<file path="config.mk">
export PLATFORM = sky130hd
export DESIGN_NAME = rdp_config
export DESIGN_NICKNAME = d
export VERILOG_FILES = /design/src/logic/rdp_pkg.sv /design/src/logic/rdp_ref_divider.sv /design/src/logic/rdp_config.sv
export SDC_FILE = /design/constraint.sdc
export NUM_CORES = 1
export LEC_CHECK = 0
export BUFFER_PORTS_ARGS = -buffer_cell sky130_fd_sc_hd__buf_2
export CAP_MARGIN = 20
export CORE_UTILIZATION = 30
export DETAILED_ROUTE_END_ITERATION = 6
export GPL_TIMING_DRIVEN = 0
export SLEW_MARGIN = 30
export SYNTH_ARGS = -nofsm -noshare
export SYNTH_HDL_FRONTEND = slang
export SYNTH_SLANG_ARGS = --single-unit
</file>
<file path="constraint.sdc">
create_clock -name clk -period 3.7 [get_ports clk]
set_input_delay 0 -clock clk [delete_from_list [all_inputs] [get_ports clk]]
set_output_delay 0 -clock clk [all_outputs]
set_load 0.03 [all_outputs]
</file>
<file path="src/logic/rdp_pkg.sv">
package rdp_pkg;

	// ----------------------------------------------------------------
	// register offsets
	// ----------------------------------------------------------------
	localparam logic [7:0] ADDR_BYPASS_REFDIV = 8'h1b;
	localparam logic [7:0] ADDR_DEBUG_RSVD = 8'h1c;
	localparam logic [7:0] ADDR_FB_DIVIDE = 8'h1d;
	localparam logic [7:0] ADDR_PUMP_PRESCALE = 8'h1e;

	// ----------------------------------------------------------------
	// values after reset
	// ----------------------------------------------------------------
	localparam logic [15:0] RST_BYPASS_REFDIV = 16'h0000;
	localparam logic [15:0] RST_DEBUG_RSVD = 16'h0000;
	localparam logic [15:0] RST_FB_DIVIDE = 16'h000c;
	localparam logic [15:0] RST_PUMP_PRESCALE = 16'h5140;

	// ----------------------------------------------------------------
	// field positions, bypass/refdiv register
	// ----------------------------------------------------------------
	localparam int BYP_EN_HI = 14;
	localparam int BYP_EN_LO = 11;
	localparam int COPY_EN_BIT = 10;
	localparam int COPY_SEL_BIT = 9;
	localparam int DIV_RST_BIT = 8;
	localparam int RDIV_HI = 7;
	localparam int RDIV_LO = 0;

	// ----------------------------------------------------------------
	// field positions, pll registers
	// ----------------------------------------------------------------
	localparam int FB_PS_HI = 15;
	localparam int FB_PS_LO = 14;
	localparam int FB_NDIV_HI = 13;
	localparam int FB_NDIV_LO = 0;
	localparam int CP_UP_HI = 15;
	localparam int CP_UP_LO = 10;
	localparam int CP_DN_HI = 9;
	localparam int CP_DN_LO = 4;
	localparam int PS_B_HI = 3;
	localparam int PS_B_LO = 2;
	localparam int PS_A_HI = 1;
	localparam int PS_A_LO = 0;

	// ----------------------------------------------------------------
	// prescaler ratios, and the divider ratio that selects the doubler
	// ----------------------------------------------------------------
	localparam logic [2:0] PS_RATIO_4 = 3'h4;
	localparam logic [2:0] PS_RATIO_5 = 3'h5;
	localparam logic [2:0] PS_RATIO_6 = 3'h6;
	localparam logic [7:0] RDIV_DOUBLER = 8'h00;

endpackage : rdp_pkg

</file>
<file path="src/logic/rdp_ref_divider.sv">
`timescale 1ns/1ps
`default_nettype none

// reference divider: one-cycle tick every ratio cycles of clk, every cycle for ratio zero
module rdp_ref_divider #(
	parameter int WIDTH = 8
) (
	// clock and reset
	input wire logic clk,
	input wire logic reset_n,
	// control
	input wire logic div_reset,
	input wire logic [WIDTH-1:0] ratio,
	// outputs
	output logic tick,
	output logic doubler_on
);

	logic [WIDTH-1:0] count_q, count_d;
	logic tick_q, tick_d;
	logic dbl_q, dbl_d;
	logic [WIDTH-1:0] period;

	// ----------------------------------------------------------------
	// next state
	// ----------------------------------------------------------------
	// ratio zero runs the counter at full rate; the doubler itself is analog
	always_comb begin
		period = (ratio == '0) ? WIDTH'(1) : ratio;
		dbl_d = (ratio == '0);
		if (div_reset) begin
			count_d = '0;
			tick_d = 1'b0;
		end else if (count_q + WIDTH'(1) >= period) begin
			count_d = '0;
			tick_d = 1'b1;
		end else begin
			count_d = count_q + WIDTH'(1);
			tick_d = 1'b0;
		end
	end

	// registers
	always_ff @(posedge clk or negedge reset_n) begin
		if (!reset_n) begin
			count_q <= '0;
			tick_q <= 1'b0;
			dbl_q <= 1'b0;
		end else begin
			count_q <= count_d;
			tick_q <= tick_d;
			dbl_q <= dbl_d;
		end
	end

	assign tick = tick_q;
	assign doubler_on = dbl_q;

endmodule : rdp_ref_divider

`default_nettype wire

</file>
<file path="src/logic/rdp_config.sv">
`timescale 1ns/1ps
`default_nettype none

module rdp_config (
	// clock and reset
	input wire logic clk,
	input wire logic reset_n,
	// reset sources
	input wire logic software_reset,
	input wire logic pin_reset_n,
	// register port from the serial interface
	input wire logic reg_write,
	input wire logic reg_read,
	input wire logic [7:0] reg_addr,
	input wire logic [15:0] reg_wdata,
	output logic [15:0] reg_rdata,
	output logic reg_rvalid,
	// input path controls
	output logic [3:0] bypass_buf_enable,
	output logic ref_copy_out_enable,
	output logic ref_copy_source_select,
	output logic ref_divider_reset,
	output logic [7:0] ref_divider_ratio,
	output logic frequency_doubler_enable,
	output logic phase_detector_clock,
	output logic ref_copy_output,
	// pll controls
	output logic [1:0] fb_prescale_code,
	output logic [2:0] fb_prescale_ratio,
	output logic [13:0] fb_divide_value,
	output logic [5:0] pump_up_current_code,
	output logic [5:0] pump_down_current_code,
	output logic [2:0] prescale_a_ratio,
	output logic [2:0] prescale_b_ratio
);

	// prescaler code to ratio; code 3 is undefined and falls back to four
	function automatic logic [2:0] rdp_ps_ratio(input logic [1:0] code);
		case (code)
			2'h1: rdp_ps_ratio = rdp_pkg::PS_RATIO_5;
			2'h2: rdp_ps_ratio = rdp_pkg::PS_RATIO_6;
			default: rdp_ps_ratio = rdp_pkg::PS_RATIO_4;
		endcase
	endfunction : rdp_ps_ratio

	// ----------------------------------------------------------------
	// register file
	// ----------------------------------------------------------------
	logic [15:0] byp_q, byp_d;
	logic [15:0] dbg_q, dbg_d;
	logic [15:0] fbd_q, fbd_d;
	logic [15:0] cpp_q, cpp_d;
	logic [15:0] rdata_q, rdata_d;
	logic rvalid_q, rvalid_d;
	logic [2:0] fb_ratio_q, fb_ratio_d;
	logic [2:0] psa_ratio_q, psa_ratio_d;
	logic [2:0] psb_ratio_q, psb_ratio_d;
	logic pin_meta_q, pin_sync_q;
	logic div_rst_q, div_rst_d;
	logic copy_q, copy_d;
	logic ref_phase_q, ref_phase_d;
	logic pfd_tick;
	logic dbl_on;

	// writes land one cycle after the strobe; a read answers next cycle
	always_comb begin
		byp_d = byp_q;
		dbg_d = dbg_q;
		fbd_d = fbd_q;
		cpp_d = cpp_q;
		if (reg_write) begin
			if (reg_addr == rdp_pkg::ADDR_BYPASS_REFDIV) begin
				byp_d = reg_wdata;
			end else if (reg_addr == rdp_pkg::ADDR_DEBUG_RSVD) begin
				dbg_d = reg_wdata;
			end else if (reg_addr == rdp_pkg::ADDR_FB_DIVIDE) begin
				fbd_d = reg_wdata;
			end else if (reg_addr == rdp_pkg::ADDR_PUMP_PRESCALE) begin
				cpp_d = reg_wdata;
			end
		end
		rvalid_d = reg_read;
		rdata_d = 16'h0000; // unmapped offsets read zero
		if (reg_read) begin
			if (reg_addr == rdp_pkg::ADDR_BYPASS_REFDIV) begin
				// bit 8 shows the live divider reset, not just the stored bit
				rdata_d = byp_q;
				rdata_d[rdp_pkg::DIV_RST_BIT] = div_rst_q;
			end else if (reg_addr == rdp_pkg::ADDR_DEBUG_RSVD) begin
				rdata_d = dbg_q;
			end else if (reg_addr == rdp_pkg::ADDR_FB_DIVIDE) begin
				rdata_d = fbd_q;
			end else if (reg_addr == rdp_pkg::ADDR_PUMP_PRESCALE) begin
				rdata_d = cpp_q;
			end
		end
		// decoded ratios track the code registers in the same cycle
		fb_ratio_d = rdp_ps_ratio(fbd_d[rdp_pkg::FB_PS_HI:rdp_pkg::FB_PS_LO]);
		psa_ratio_d = rdp_ps_ratio(cpp_d[rdp_pkg::PS_A_HI:rdp_pkg::PS_A_LO]);
		psb_ratio_d = rdp_ps_ratio(cpp_d[rdp_pkg::PS_B_HI:rdp_pkg::PS_B_LO]);
	end

	// registers
	always_ff @(posedge clk or negedge reset_n) begin
		if (!reset_n) begin
			byp_q <= rdp_pkg::RST_BYPASS_REFDIV;
			dbg_q <= rdp_pkg::RST_DEBUG_RSVD;
			fbd_q <= rdp_pkg::RST_FB_DIVIDE;
			cpp_q <= rdp_pkg::RST_PUMP_PRESCALE;
			rdata_q <= 16'h0000;
			rvalid_q <= 1'b0;
			fb_ratio_q <= rdp_pkg::PS_RATIO_4;
			psa_ratio_q <= rdp_pkg::PS_RATIO_4;
			psb_ratio_q <= rdp_pkg::PS_RATIO_4;
		end else begin
			byp_q <= byp_d;
			dbg_q <= dbg_d;
			fbd_q <= fbd_d;
			cpp_q <= cpp_d;
			rdata_q <= rdata_d;
			rvalid_q <= rvalid_d;
			fb_ratio_q <= fb_ratio_d;
			psa_ratio_q <= psa_ratio_d;
			psb_ratio_q <= psb_ratio_d;
		end
	end

	// ----------------------------------------------------------------
	// divider reset and reference-copy output
	// ----------------------------------------------------------------
	// the pin is asynchronous, so it is synchronised before use
	always_ff @(posedge clk or negedge reset_n) begin
		if (!reset_n) begin
			pin_meta_q <= 1'b0;
			pin_sync_q <= 1'b0;
		end else begin
			pin_meta_q <= ~pin_reset_n;
			pin_sync_q <= pin_meta_q;
		end
	end

	// power-on reset keeps the divider reset high until the first edge after release
	always_comb begin
		div_rst_d = byp_q[rdp_pkg::DIV_RST_BIT] | software_reset | pin_sync_q;
		ref_phase_d = ~ref_phase_q;
		copy_d = 1'b0;
		if (byp_q[rdp_pkg::COPY_EN_BIT]) begin
			copy_d = byp_q[rdp_pkg::COPY_SEL_BIT] ? pfd_tick : ref_phase_q;
		end
	end

	// registers
	always_ff @(posedge clk or negedge reset_n) begin
		if (!reset_n) begin
			div_rst_q <= 1'b1;
			copy_q <= 1'b0;
			ref_phase_q <= 1'b0;
		end else begin
			div_rst_q <= div_rst_d;
			copy_q <= copy_d;
			ref_phase_q <= ref_phase_d;
		end
	end

	// divider counts only while its reset is low
	rdp_ref_divider #(
		.WIDTH(8)
	) u_ref_div (
		.clk(clk),
		.reset_n(reset_n),
		.div_reset(div_rst_q),
		.ratio(byp_q[rdp_pkg::RDIV_HI:rdp_pkg::RDIV_LO]),
		.tick(pfd_tick),
		.doubler_on(dbl_on)
	);

	// ----------------------------------------------------------------
	// outputs, all straight from flip-flops
	// ----------------------------------------------------------------
	assign reg_rdata = rdata_q;
	assign reg_rvalid = rvalid_q;
	assign bypass_buf_enable = byp_q[rdp_pkg::BYP_EN_HI:rdp_pkg::BYP_EN_LO];
	assign ref_copy_out_enable = byp_q[rdp_pkg::COPY_EN_BIT];
	assign ref_copy_source_select = byp_q[rdp_pkg::COPY_SEL_BIT];
	assign ref_divider_reset = div_rst_q;
	assign ref_divider_ratio = byp_q[rdp_pkg::RDIV_HI:rdp_pkg::RDIV_LO];
	assign frequency_doubler_enable = dbl_on;
	assign phase_detector_clock = pfd_tick;
	assign ref_copy_output = copy_q;
	assign fb_prescale_code = fbd_q[rdp_pkg::FB_PS_HI:rdp_pkg::FB_PS_LO];
	assign fb_prescale_ratio = fb_ratio_q;
	assign fb_divide_value = fbd_q[rdp_pkg::FB_NDIV_HI:rdp_pkg::FB_NDIV_LO];
	assign pump_up_current_code = cpp_q[rdp_pkg::CP_UP_HI:rdp_pkg::CP_UP_LO];
	assign pump_down_current_code = cpp_q[rdp_pkg::CP_DN_HI:rdp_pkg::CP_DN_LO];
	assign prescale_a_ratio = psa_ratio_q;
	assign prescale_b_ratio = psb_ratio_q;
endmodule : rdp_config

`default_nettype wire

</file>
; After elaboration in Yosys (flattened, before gate mapping)
; Cells that the tools add are included.
[totals]
input_bits = 30
wordCells = 67
register_bits = 105
[classes]
n_mux = 24
eq_ne = 10
bitwise_logic = 7
n_addsub = 1
n_reduce_logical = 5
magnitude_cmp = 1
[ops]
columns = operator, n
row1 = $mux 16, 9
row2 = $eq 8x5->1 const B, 4
row3 = $mux 8, 3
row4 = $mux 4, 5
row5 = $pmux 2 s2, 3
row6 = $add 8x1->8 const B, 1
row7 = $ge 8x8->1, 1
row8 = $logic_not 8->1, 1
row9 = $eq 2x1->1 const B, 3
row10 = $eq 2x2->1 const B, 3
row11 = $not 1->1, 5
row12 = $reduce_and 5->1, 1
row13 = $mux 1, 4
row14 = $reduce_and 4->1, 1
row15 = $reduce_and 3->1, 1
row16 = $or 1x1->1, 2
row17 = $reduce_and 2->1, 1

; Depth between registers and ports, before layout
; Gate-level depths: netlist of run 1.
[depth]
word_depth = 8
mapped_depth = 9
depth_no_buf = 9

; By module
; From an unflattened synthesis of run 1, not the netlist that was laid out.
[unflattened]
hier_cells = 375
area_unflattened_um2 = 4853.4
[modules_own_cells]
columns = mod, seq_area_each_um2, cells_each, n_inst, area_per_inst_um2
row1 = rdp_config, 2311.0, 310, 1, 4164.0
row2 = rdp_ref_divider, 250.2, 65, 1, 689.4

; Worst setup path before layout of run 1
; No wires, ideal clock.
[synth_path]
kind = reg2reg
start = reg byp_q[1]
end = reg u_ref_div.tick_q, in the netlist u_ref_div.tick
slack_ps = 1478
arrival_time_ps = 2148
setup_ps = 74
synth_period_minus_slack_ps = 2222
path_stages_with_launch = 9
cell_sequence = dfrtp_1 -> or4_1 -> nor2_1 -> or2_2 -> ha_1 -> nand2b_1 -> a21oi_1 -> o31ai_1 -> nor2b_1
[synth_between]
elab_chain_len = 5
[synth_rtl]
columns = element, line_no
row1 = "start, declared", rdp_config.sv:49  ; logic [15:0] byp_q, byp_d;
row2 = "start signal, assigned", rdp_config.sv:106  ; byp_q <= rdp_pkg::RST_BYPASS_REFDIV;
row3 = "start signal, assigned", rdp_config.sv:116  ; byp_q <= byp_d;
row4 = $logic_not 8->1, n/a
row5 = named net u_ref_div.dbl_d, rdp_ref_divider.sv:21  ; logic dbl_q, dbl_d;
row6 = $mux 8, rdp_ref_divider.sv:29  ; period = (ratio == '0) ? WIDTH'(1) : ratio;
row7 = $ge 8x8->1, rdp_ref_divider.sv:34  ; end else if (count_q + WIDTH'(1) >= period) begin
row8 = $mux 1, rdp_ref_divider.sv:34
row9 = $mux 1, rdp_ref_divider.sv:31  ; if (div_reset) begin
row10 = named net u_ref_div.tick_d, rdp_ref_divider.sv:20  ; logic tick_q, tick_d;
row11 = "end signal, assigned", rdp_ref_divider.sv:51  ; tick_q <= tick_d;
row12 = "end, declared", rdp_ref_divider.sv:20
; The timed path passes the listed nets, and every way through them passes these cells.
; A chain may end at the register's enable or synchronous reset.

; Worst setup path after layout of run 1
; Same ends and word-level chain as after synthesis.

==> results of run 1 <==
==> flip-flops by register name (all words and copies together) (netlist names), 2 cells and up <==
name               cells
reg_rdata             16
dbg_q                 16
byp_q                 16
prescale_b_ratio       2
u_ref_div.count_q      8
cpp_q                 16
fbd_q                 16
fb_prescale_ratio      2
prescale_a_ratio       2
==> layout make-up <==
cell class,instances,area [um^2]
Sequential cell,102,2560
Clock buffer,9,225
Inverter,10,37.5
Fill cell,1505,9240
Tap cell,211,264
Timing Repair Buffer,120,734
Multi-Input combinational cell,231,1850
Clock inverter,7,65.1
Buffer,42,282
==> worst max-delay path by stage <==
stage	depth (start not counted)	endpoint	start
final	8	u_ref_div.tick	byp_q[1]
after global routing	8	u_ref_div.tick	byp_q[1]
after CTS	8	u_ref_div.tick	byp_q[1]
after detailed placement	8	u_ref_div.tick	byp_q[1]
after global placement	8	u_ref_div.tick	byp_q[1]
after floorplan	8	u_ref_div.tick	byp_q[1]
==> kinds of logic after synthesis <==
group,Yosys count
simple gates,72
other cells,1
compound gates,60
mux,81
buf+inv,52
flops,102
xor+xnor,6
fa+ha+maj,9
==> per-stage QoR <==
step	util [%]	setup WS (ns)	hold WS (ns)
floorplan	-	1.48	-0.296
global placement	35.9	0.957	0.148
global route	39.5	1.09	0.183
detailed placement	36.2	1.26	-0.0183
CTS	39.5	1.22	0.149
finish	39.5	1.25	0.167
==> cell usage after synthesis (2+ instances only) <==
| cell | count |
|---|---|
| or3_1 | 2 |
| inv_1 | 10 |
| nor2_1 | 18 |
| a21oi_1 | 3 |
| buf_6 | 2 |
| nand3_1 | 5 |
| nand2b_1 | 8 |
| dfstp_2 | 7 |
| nor3_1 | 3 |
| buf_4 | 28 |
| clkbuf_1 | 7 |
| nor2b_1 | 2 |
| dfrtp_1 | 95 |
| ha_1 | 9 |
| a22oi_1 | 16 |
| o21ai_0 | 38 |
| buf_2 | 3 |
| nand2_1 | 4 |
| mux2i_1 | 17 |
| or4_1 | 2 |
| nand3b_1 | 8 |
| xor2_1 | 3 |
| xnor2_1 | 3 |
| nor3b_1 | 7 |
| buf_1 | 2 |
| mux2_2 | 64 |
==> layer usage <==
metal	up-vias	wire length, um	global-route usage [%]
met1	1695	5470	19.6
met3	14	469	3.69
met5	-	0	0
met2	62	5740	25.7
met4	0	193	6.65
li1	1606	-	-
==> power groups by stage <==
stage	Clock, mW	Combinational [mW]	Sequential, mW
2_1_floorplan	0	0.149	1.24
3_3_place_gp	0	0.289	1.21
3_5_place_dp	0	0.300	1.22
4_1_cts	0.954	0.318	1.19
5_1_grt	0.995	0.345	1.20
6_report	0.929	0.314	1.19
==> results.cfg, run 1 <==
[outcome]
status = finished clean

[timing]
setup_tns_ns = 0
setup_violations = 0
rsz0062_at_grt = false
finalCritPeriodShare_pct = 66.2
slew_violations = 0
fin_crit_ns = 2.45
hold_viol = 0
tightest_slew_ns = 0.813
relSlewSlack_pct = 45.4
finClkSkew_ns = 0.00545
fmax_mhz = 408

[logic_synthesis]
synthTopCellsByArea = dfrtp_1, mux2_2, buf_4, o21ai_0, dfstp_2
synth-warning-count = 0
synth.area.mux_share_pct = 18.9
synth_edf_count = 0
synthXorXnorAreaFrac_pct = 1.11
async_reset_ff_share_pct = 100
synth-simple-area-share_pct = 9.19
yosys.area.top_type = dfrtp_1
synth_area_um2 = 4720
synthCells = 383
synth_fa_ha_area_share_pct = 2.38
synth_compound_area_share_pct = 7.37
ys_ff_latch = 102
ys_dominant_reg_cell = dfrtp_1
synth_cell_types = 43
syn_avg_cell_area_um2 = 12.3
synth_top_family_by_area = multiplexers
yosys.area.top_type_share_pct = 50.3
synth-seq-area-share_pct = 54.2

[placed_design]
dpl-instance-area_um2 = 5520
placed_cells = 695
gp_congestion = 0.792
numPortBuffers = 98
dpl.hpwl_mm = 8.32

[detailed_routing]
drtIter0Drc = 112
routed_wirelength_mm = 11.9
route.detailed.drc = 0
dr.pass1.iters = 4
vias = 3377
wl_per_cell_um = 16.2
vias_per_cell = 4.61
ant_nets = 0

[floorplan]
io_pins = 102
die_x_um = 127
core_um2 = 15300
die_h_um = 127
initial_core_util_pct = 30.9
die_area_um2 = 16200
rows = 45

[cts]
postCtsSetupBuffers = 0
tritoncts = built
ctsHtreeMaxLevel = 3
cts_resized = 0
cts_made_buffers = 9
cts_buffer_depth = 2
clk_pin_slew_ns = 0.07
cts_root_buf = clkbuf_16
holdBufCountCts = 21
numClockSinks = 102
clock_latency_ns = 0.35

[power]
switching_share_pct = 27.7
total_power_mw = 2.44
internal-power_mw = 1.76
p_comb_share_pct = 12.9
leakage_nw = 3.10
worst_ir_drop_vdd_v = 0.000191
power.density_nw_per_um2 = 405
power_frac_seq_pct = 49.0
p_switching_mw = 0.676
p_clk_share_pct = 38.1

[global_routing]
antenna_found_initial = 0
grt_pass1_vias = 3531
overflow = 0
grt_max_degree = 53
grt_util_all_layers_pct = 15.6
grt_pass1_wl_mm = 19.0

[run]
cap_violations = 0

[setup_path]
cp-start-kind = flop
crit_chain = or4_1 > nor2_1 > or2_2 > ha_1 > nand2b_1 > a21oi_1 > o31ai_2 > nor2b_1
cp-end-kind = flop
crit_family = simple AND/OR/NAND/NOR gates
cp_max_fo = 9
critPathRequiredTime_ns = 3.96
max_stage_delay_ns = 0.57
path_buf_inv = 0
r2r_start = byp_q[1]
r2r_slack_ns = 1.25
critPathSlowestCell = o31ai_2
r2r_end = u_ref_div.tick
path_class = flop to flop
ff2ff_path_depth = 8
arrival_ns = 2.71

[final_layout]
fin_area_um2 = 6020
antenna_cells = 0
stdcell_count = 732
drive_gt1_share_pct = 43.4
num-nets-final = 555
area.growth.synth_to_final_pct = 27.6
final_cell_mix = buf_2, dfrtp_1, mux2_2, o21ai_0, buf_4
final_common_cell = buf_2

[min_path]
hp-class = primary input to async pin
(Power assumes the default switching activity.)
==> run 2: changes to the inputs <==
--- a/config.mk
+++ b/config.mk
@@ -5,6 +5,7 @@
 export SDC_FILE = /design/constraint.sdc
 export NUM_CORES = 1
 export LEC_CHECK = 0
+export ABC_AREA = 1
 export BUFFER_PORTS_ARGS = -buffer_cell sky130_fd_sc_hd__buf_2
 export CAP_MARGIN = 20
 export CORE_UTILIZATION = 30
==> constraint.sdc (replaced) <==
create_clock -name clk -period 2.2 [get_ports clk]
set_input_delay 0 -clock clk [delete_from_list [all_inputs] [get_ports clk]]
set_output_delay 0 -clock clk [all_outputs]
set_load 0.03 [all_outputs]
==> run 2 against run 1 <==
  * Highest routed layer unchanged
  * Non-clock buffer count is 8 higher
  * Count of clock-buffer cells in the layout is 3 higher
  * Sequential cell count unchanged
  * Design area rose by 4.5%
  * Via count increased by 22%
  * Clock power is 80% higher
  * Clock skew fell by 0.00080 ns
  * Global-route usage up 1.3 points
  * Sequential share of layout area decreased by 1.8 points
==> results.cfg, run 2 <==
[outcome]
status = finished clean

[floorplan]
rows = 46
io_pins = 102
die_x_um = 130
die_h_um = 130
initial_core_util_pct = 30.7
core_um2 = 15900
die_area_um2 = 16800

[final_layout]
drive_gt1_share_pct = 25.9
final_common_cell = nand2_1
antenna_cells = 0
final_cell_mix = nand2_1, buf_2, dfrtp_1, inv_1, o21ai_1
area.growth.synth_to_final_pct = 28.5
num-nets-final = 764
fin_area_um2 = 6300

[setup_path]
critPathRequiredTime_ns = 2.44
path_class = flop to flop
critPathSlowestCell = dfrtp_1
r2r_end = u_ref_div.count_q[2]
crit_family = simple AND/OR/NAND/NOR gates
r2r_start = u_ref_div.count_q[0]
r2r_slack_ns = 0.12
max_stage_delay_ns = 0.41
arrival_ns = 2.32
cp-start-kind = flop
path_buf_inv = 0
ff2ff_path_depth = 11
cp-end-kind = flop
crit_chain = ha_2 > nand2_2 > nor2_4 > nand3_2 > xor2_2 > ha_1 > nand2_2 > nor2_4 > nand4_1 > nand3_2 > nor2_1
cp_max_fo = 4

[logic_synthesis]
synth-warning-count = 0
synth.area.mux_share_pct = 0
synth_edf_count = 0
synth-simple-area-share_pct = 21.9
ys_ff_latch = 102
yosys.area.top_type_share_pct = 48.5
synth_cell_types = 30
yosys.area.top_type = dfrtp_1
synth-seq-area-share_pct = 52.3
synthXorXnorAreaFrac_pct = 0.715
synth_area_um2 = 4900
synthCells = 590
synth_compound_area_share_pct = 10.3
synthTopCellsByArea = dfrtp_1, nand2_1, o21ai_1, inv_1, buf_4
syn_avg_cell_area_um2 = 8.30
synth_commonest_cells = nand2_1, dfrtp_1, inv_1, o21ai_1, nor2_1
synth_fa_ha_area_share_pct = 2.30
post-synth-top-count-cell = nand2_1
synth_top_family_by_area = simple AND/OR/NAND/NOR gates
ys_dominant_reg_cell = dfrtp_1
async_reset_ff_share_pct = 100

[timing]
finalCritPeriodShare_pct = 94.7
tightest_slew_ns = 0.640
setup_violations = 0
slew_violations = 0
hold_viol = 0
relSlewSlack_pct = 57.3
fin_ws_ns = 0.118
rsz0062_at_grt = false
fmax_mhz = 480
holdWs_ns = 0.0887
fin_crit_ns = 2.08
finClkSkew_ns = 0.00466

[placed_design]
dpl-instance-area_um2 = 5700
place_ws_ns = -0.00257
numPortBuffers = 98
gp_congestion = 0.778
dpl.hpwl_mm = 9.70

[power]
worst_ir_drop_vdd_v = 0.000371
leakage_nw = 3.39
power.density_nw_per_um2 = 683

[global_routing]
grt_pass1_vias = 4055
overflow = 0
antenna_found_initial = 0
grt_pass1_wl_mm = 21.3
grt_util_all_layers_pct = 16.9
grt_max_degree = 65

[detailed_routing]
ant_nets = 0
route.detailed.drc = 0
vias_per_cell = 4.35
wl_per_cell_um = 14.3
vias = 4116
dr.pass1.iters = 4
drtIter0Drc = 242
routed_wirelength_mm = 13.5

[cts]
cts_root_buf = clkbuf_16
cts_buffer_depth = 2
tritoncts = built
clock_latency_ns = 0.35
cts_made_buffers = 9
ctsHtreeMaxLevel = 3
numClockSinks = 102
clk_pin_slew_ns = 0.07

[min_path]
min_path_cells = 3
hp-class = primary input to flop
hold_start = reg_write
worstHoldEndpoint = fbd_q[15]

[run]
cap_violations = 0
-- run 2: cell count changes after synthesis, moves of 4 or more --
cell and change:
nand2_1 +146, mux2_2 -64, o21ai_1 +61, inv_1 +60, nor2_1 +38, nand3_1 +22, mux2i_1 -17, a22oi_1 -16
nand2b_1 -8, nand3b_1 -8, nor3b_1 -7, nand4_1 +6, buf_2 +5, o21ai_0 -4
-- run 2: kinds of logic after synthesis --
group                    Yosys count
XOR/XNOR                           4
adder cells (fa/ha/maj)            9
other                              1
flip-flops                       102
AO/OA/AOI/OAI                    100
AND/OR/NAND/NOR                  253
buffers and inverters            121
-- run 2: per-stage QoR --
step	total power, mW	utilization (%)	TNS, ns	cells
after CTS	4.32	39.0	0	943
final	4.30	39.5	0	946
after floorplan	2.40	-	0	592
after detailed placement	2.61	35.8	-0.00425	907
after global routing	4.49	39.5	0	946
after global placement	2.60	35.6	-3.67	906
-- run 2: report_power, final --
group	total, mW	internal (mW)	switching (mW)
combinational	0.598	0.209	0.389
sequential	2.04	1.97	0.0639
clock	1.67	0.952	0.715
-- run 2: worst min-delay path, delay by kind of cell --
| family | cells | cell delay (ns) |
|---|---|---|
| AND/OR/NAND/NOR | 1 | 0.16 |
| AO/OA/AOI/OAI | 1 | 0.09 |
| buffers and inverters | 1 | 0.14 |
-- run 2: final cells by class --
cell class              count  area [um^2]
plain buffers              49          337
fillers                  1671         9650
well taps                 216          270
repair buffers            121          739
inverters                  72          270
multi-input cells         370         1810
flip-flops and latches    102         2560
clock inverters             4         52.6
clock buffers              12          256
-- run 2: repair_timing --
| item | 4_1_cts | 5_1_grt |
|---|---|---|
| resized for setup | 1 | 14 |
| setup buffers | 0 | 2 |
| cloned | 0 | 1 |
| hold endpoints to repair | 162 | 0 |
| pin swaps | 0 | 6 |
| hold buffers | 20 | 0 |
| endpoints found under the setup margin | 5 | 9 |
-- run 2: worst max-delay path by stage --
stage	from	endpoint	cells past startpoint
after floorplan	u_ref_div.count_q[0]	u_ref_div.count_q[6]	11
after global placement	reset_n	pin_meta_q	1
after detailed placement	u_ref_div.count_q[0]	u_ref_div.tick	12
after CTS	u_ref_div.count_q[0]	u_ref_div.tick	12
after global routing	u_ref_div.count_q[0]	u_ref_div.tick	12
final	u_ref_div.count_q[0]	u_ref_div.count_q[2]	11
-- run 2: per-layer routing --
layer / global-route usage, % / share of wire (%) / up-vias / wire [um]
li1: - / - / 2098 / -
met4: 7.66 / 2.8 / 0 / 378
met3: 2.58 / 4.4 / 20 / 599
met5: 0 / 0 / - / 0
met2: 27.4 / 47 / 106 / 6380
met1: 22.3 / 46 / 1892 / 6170
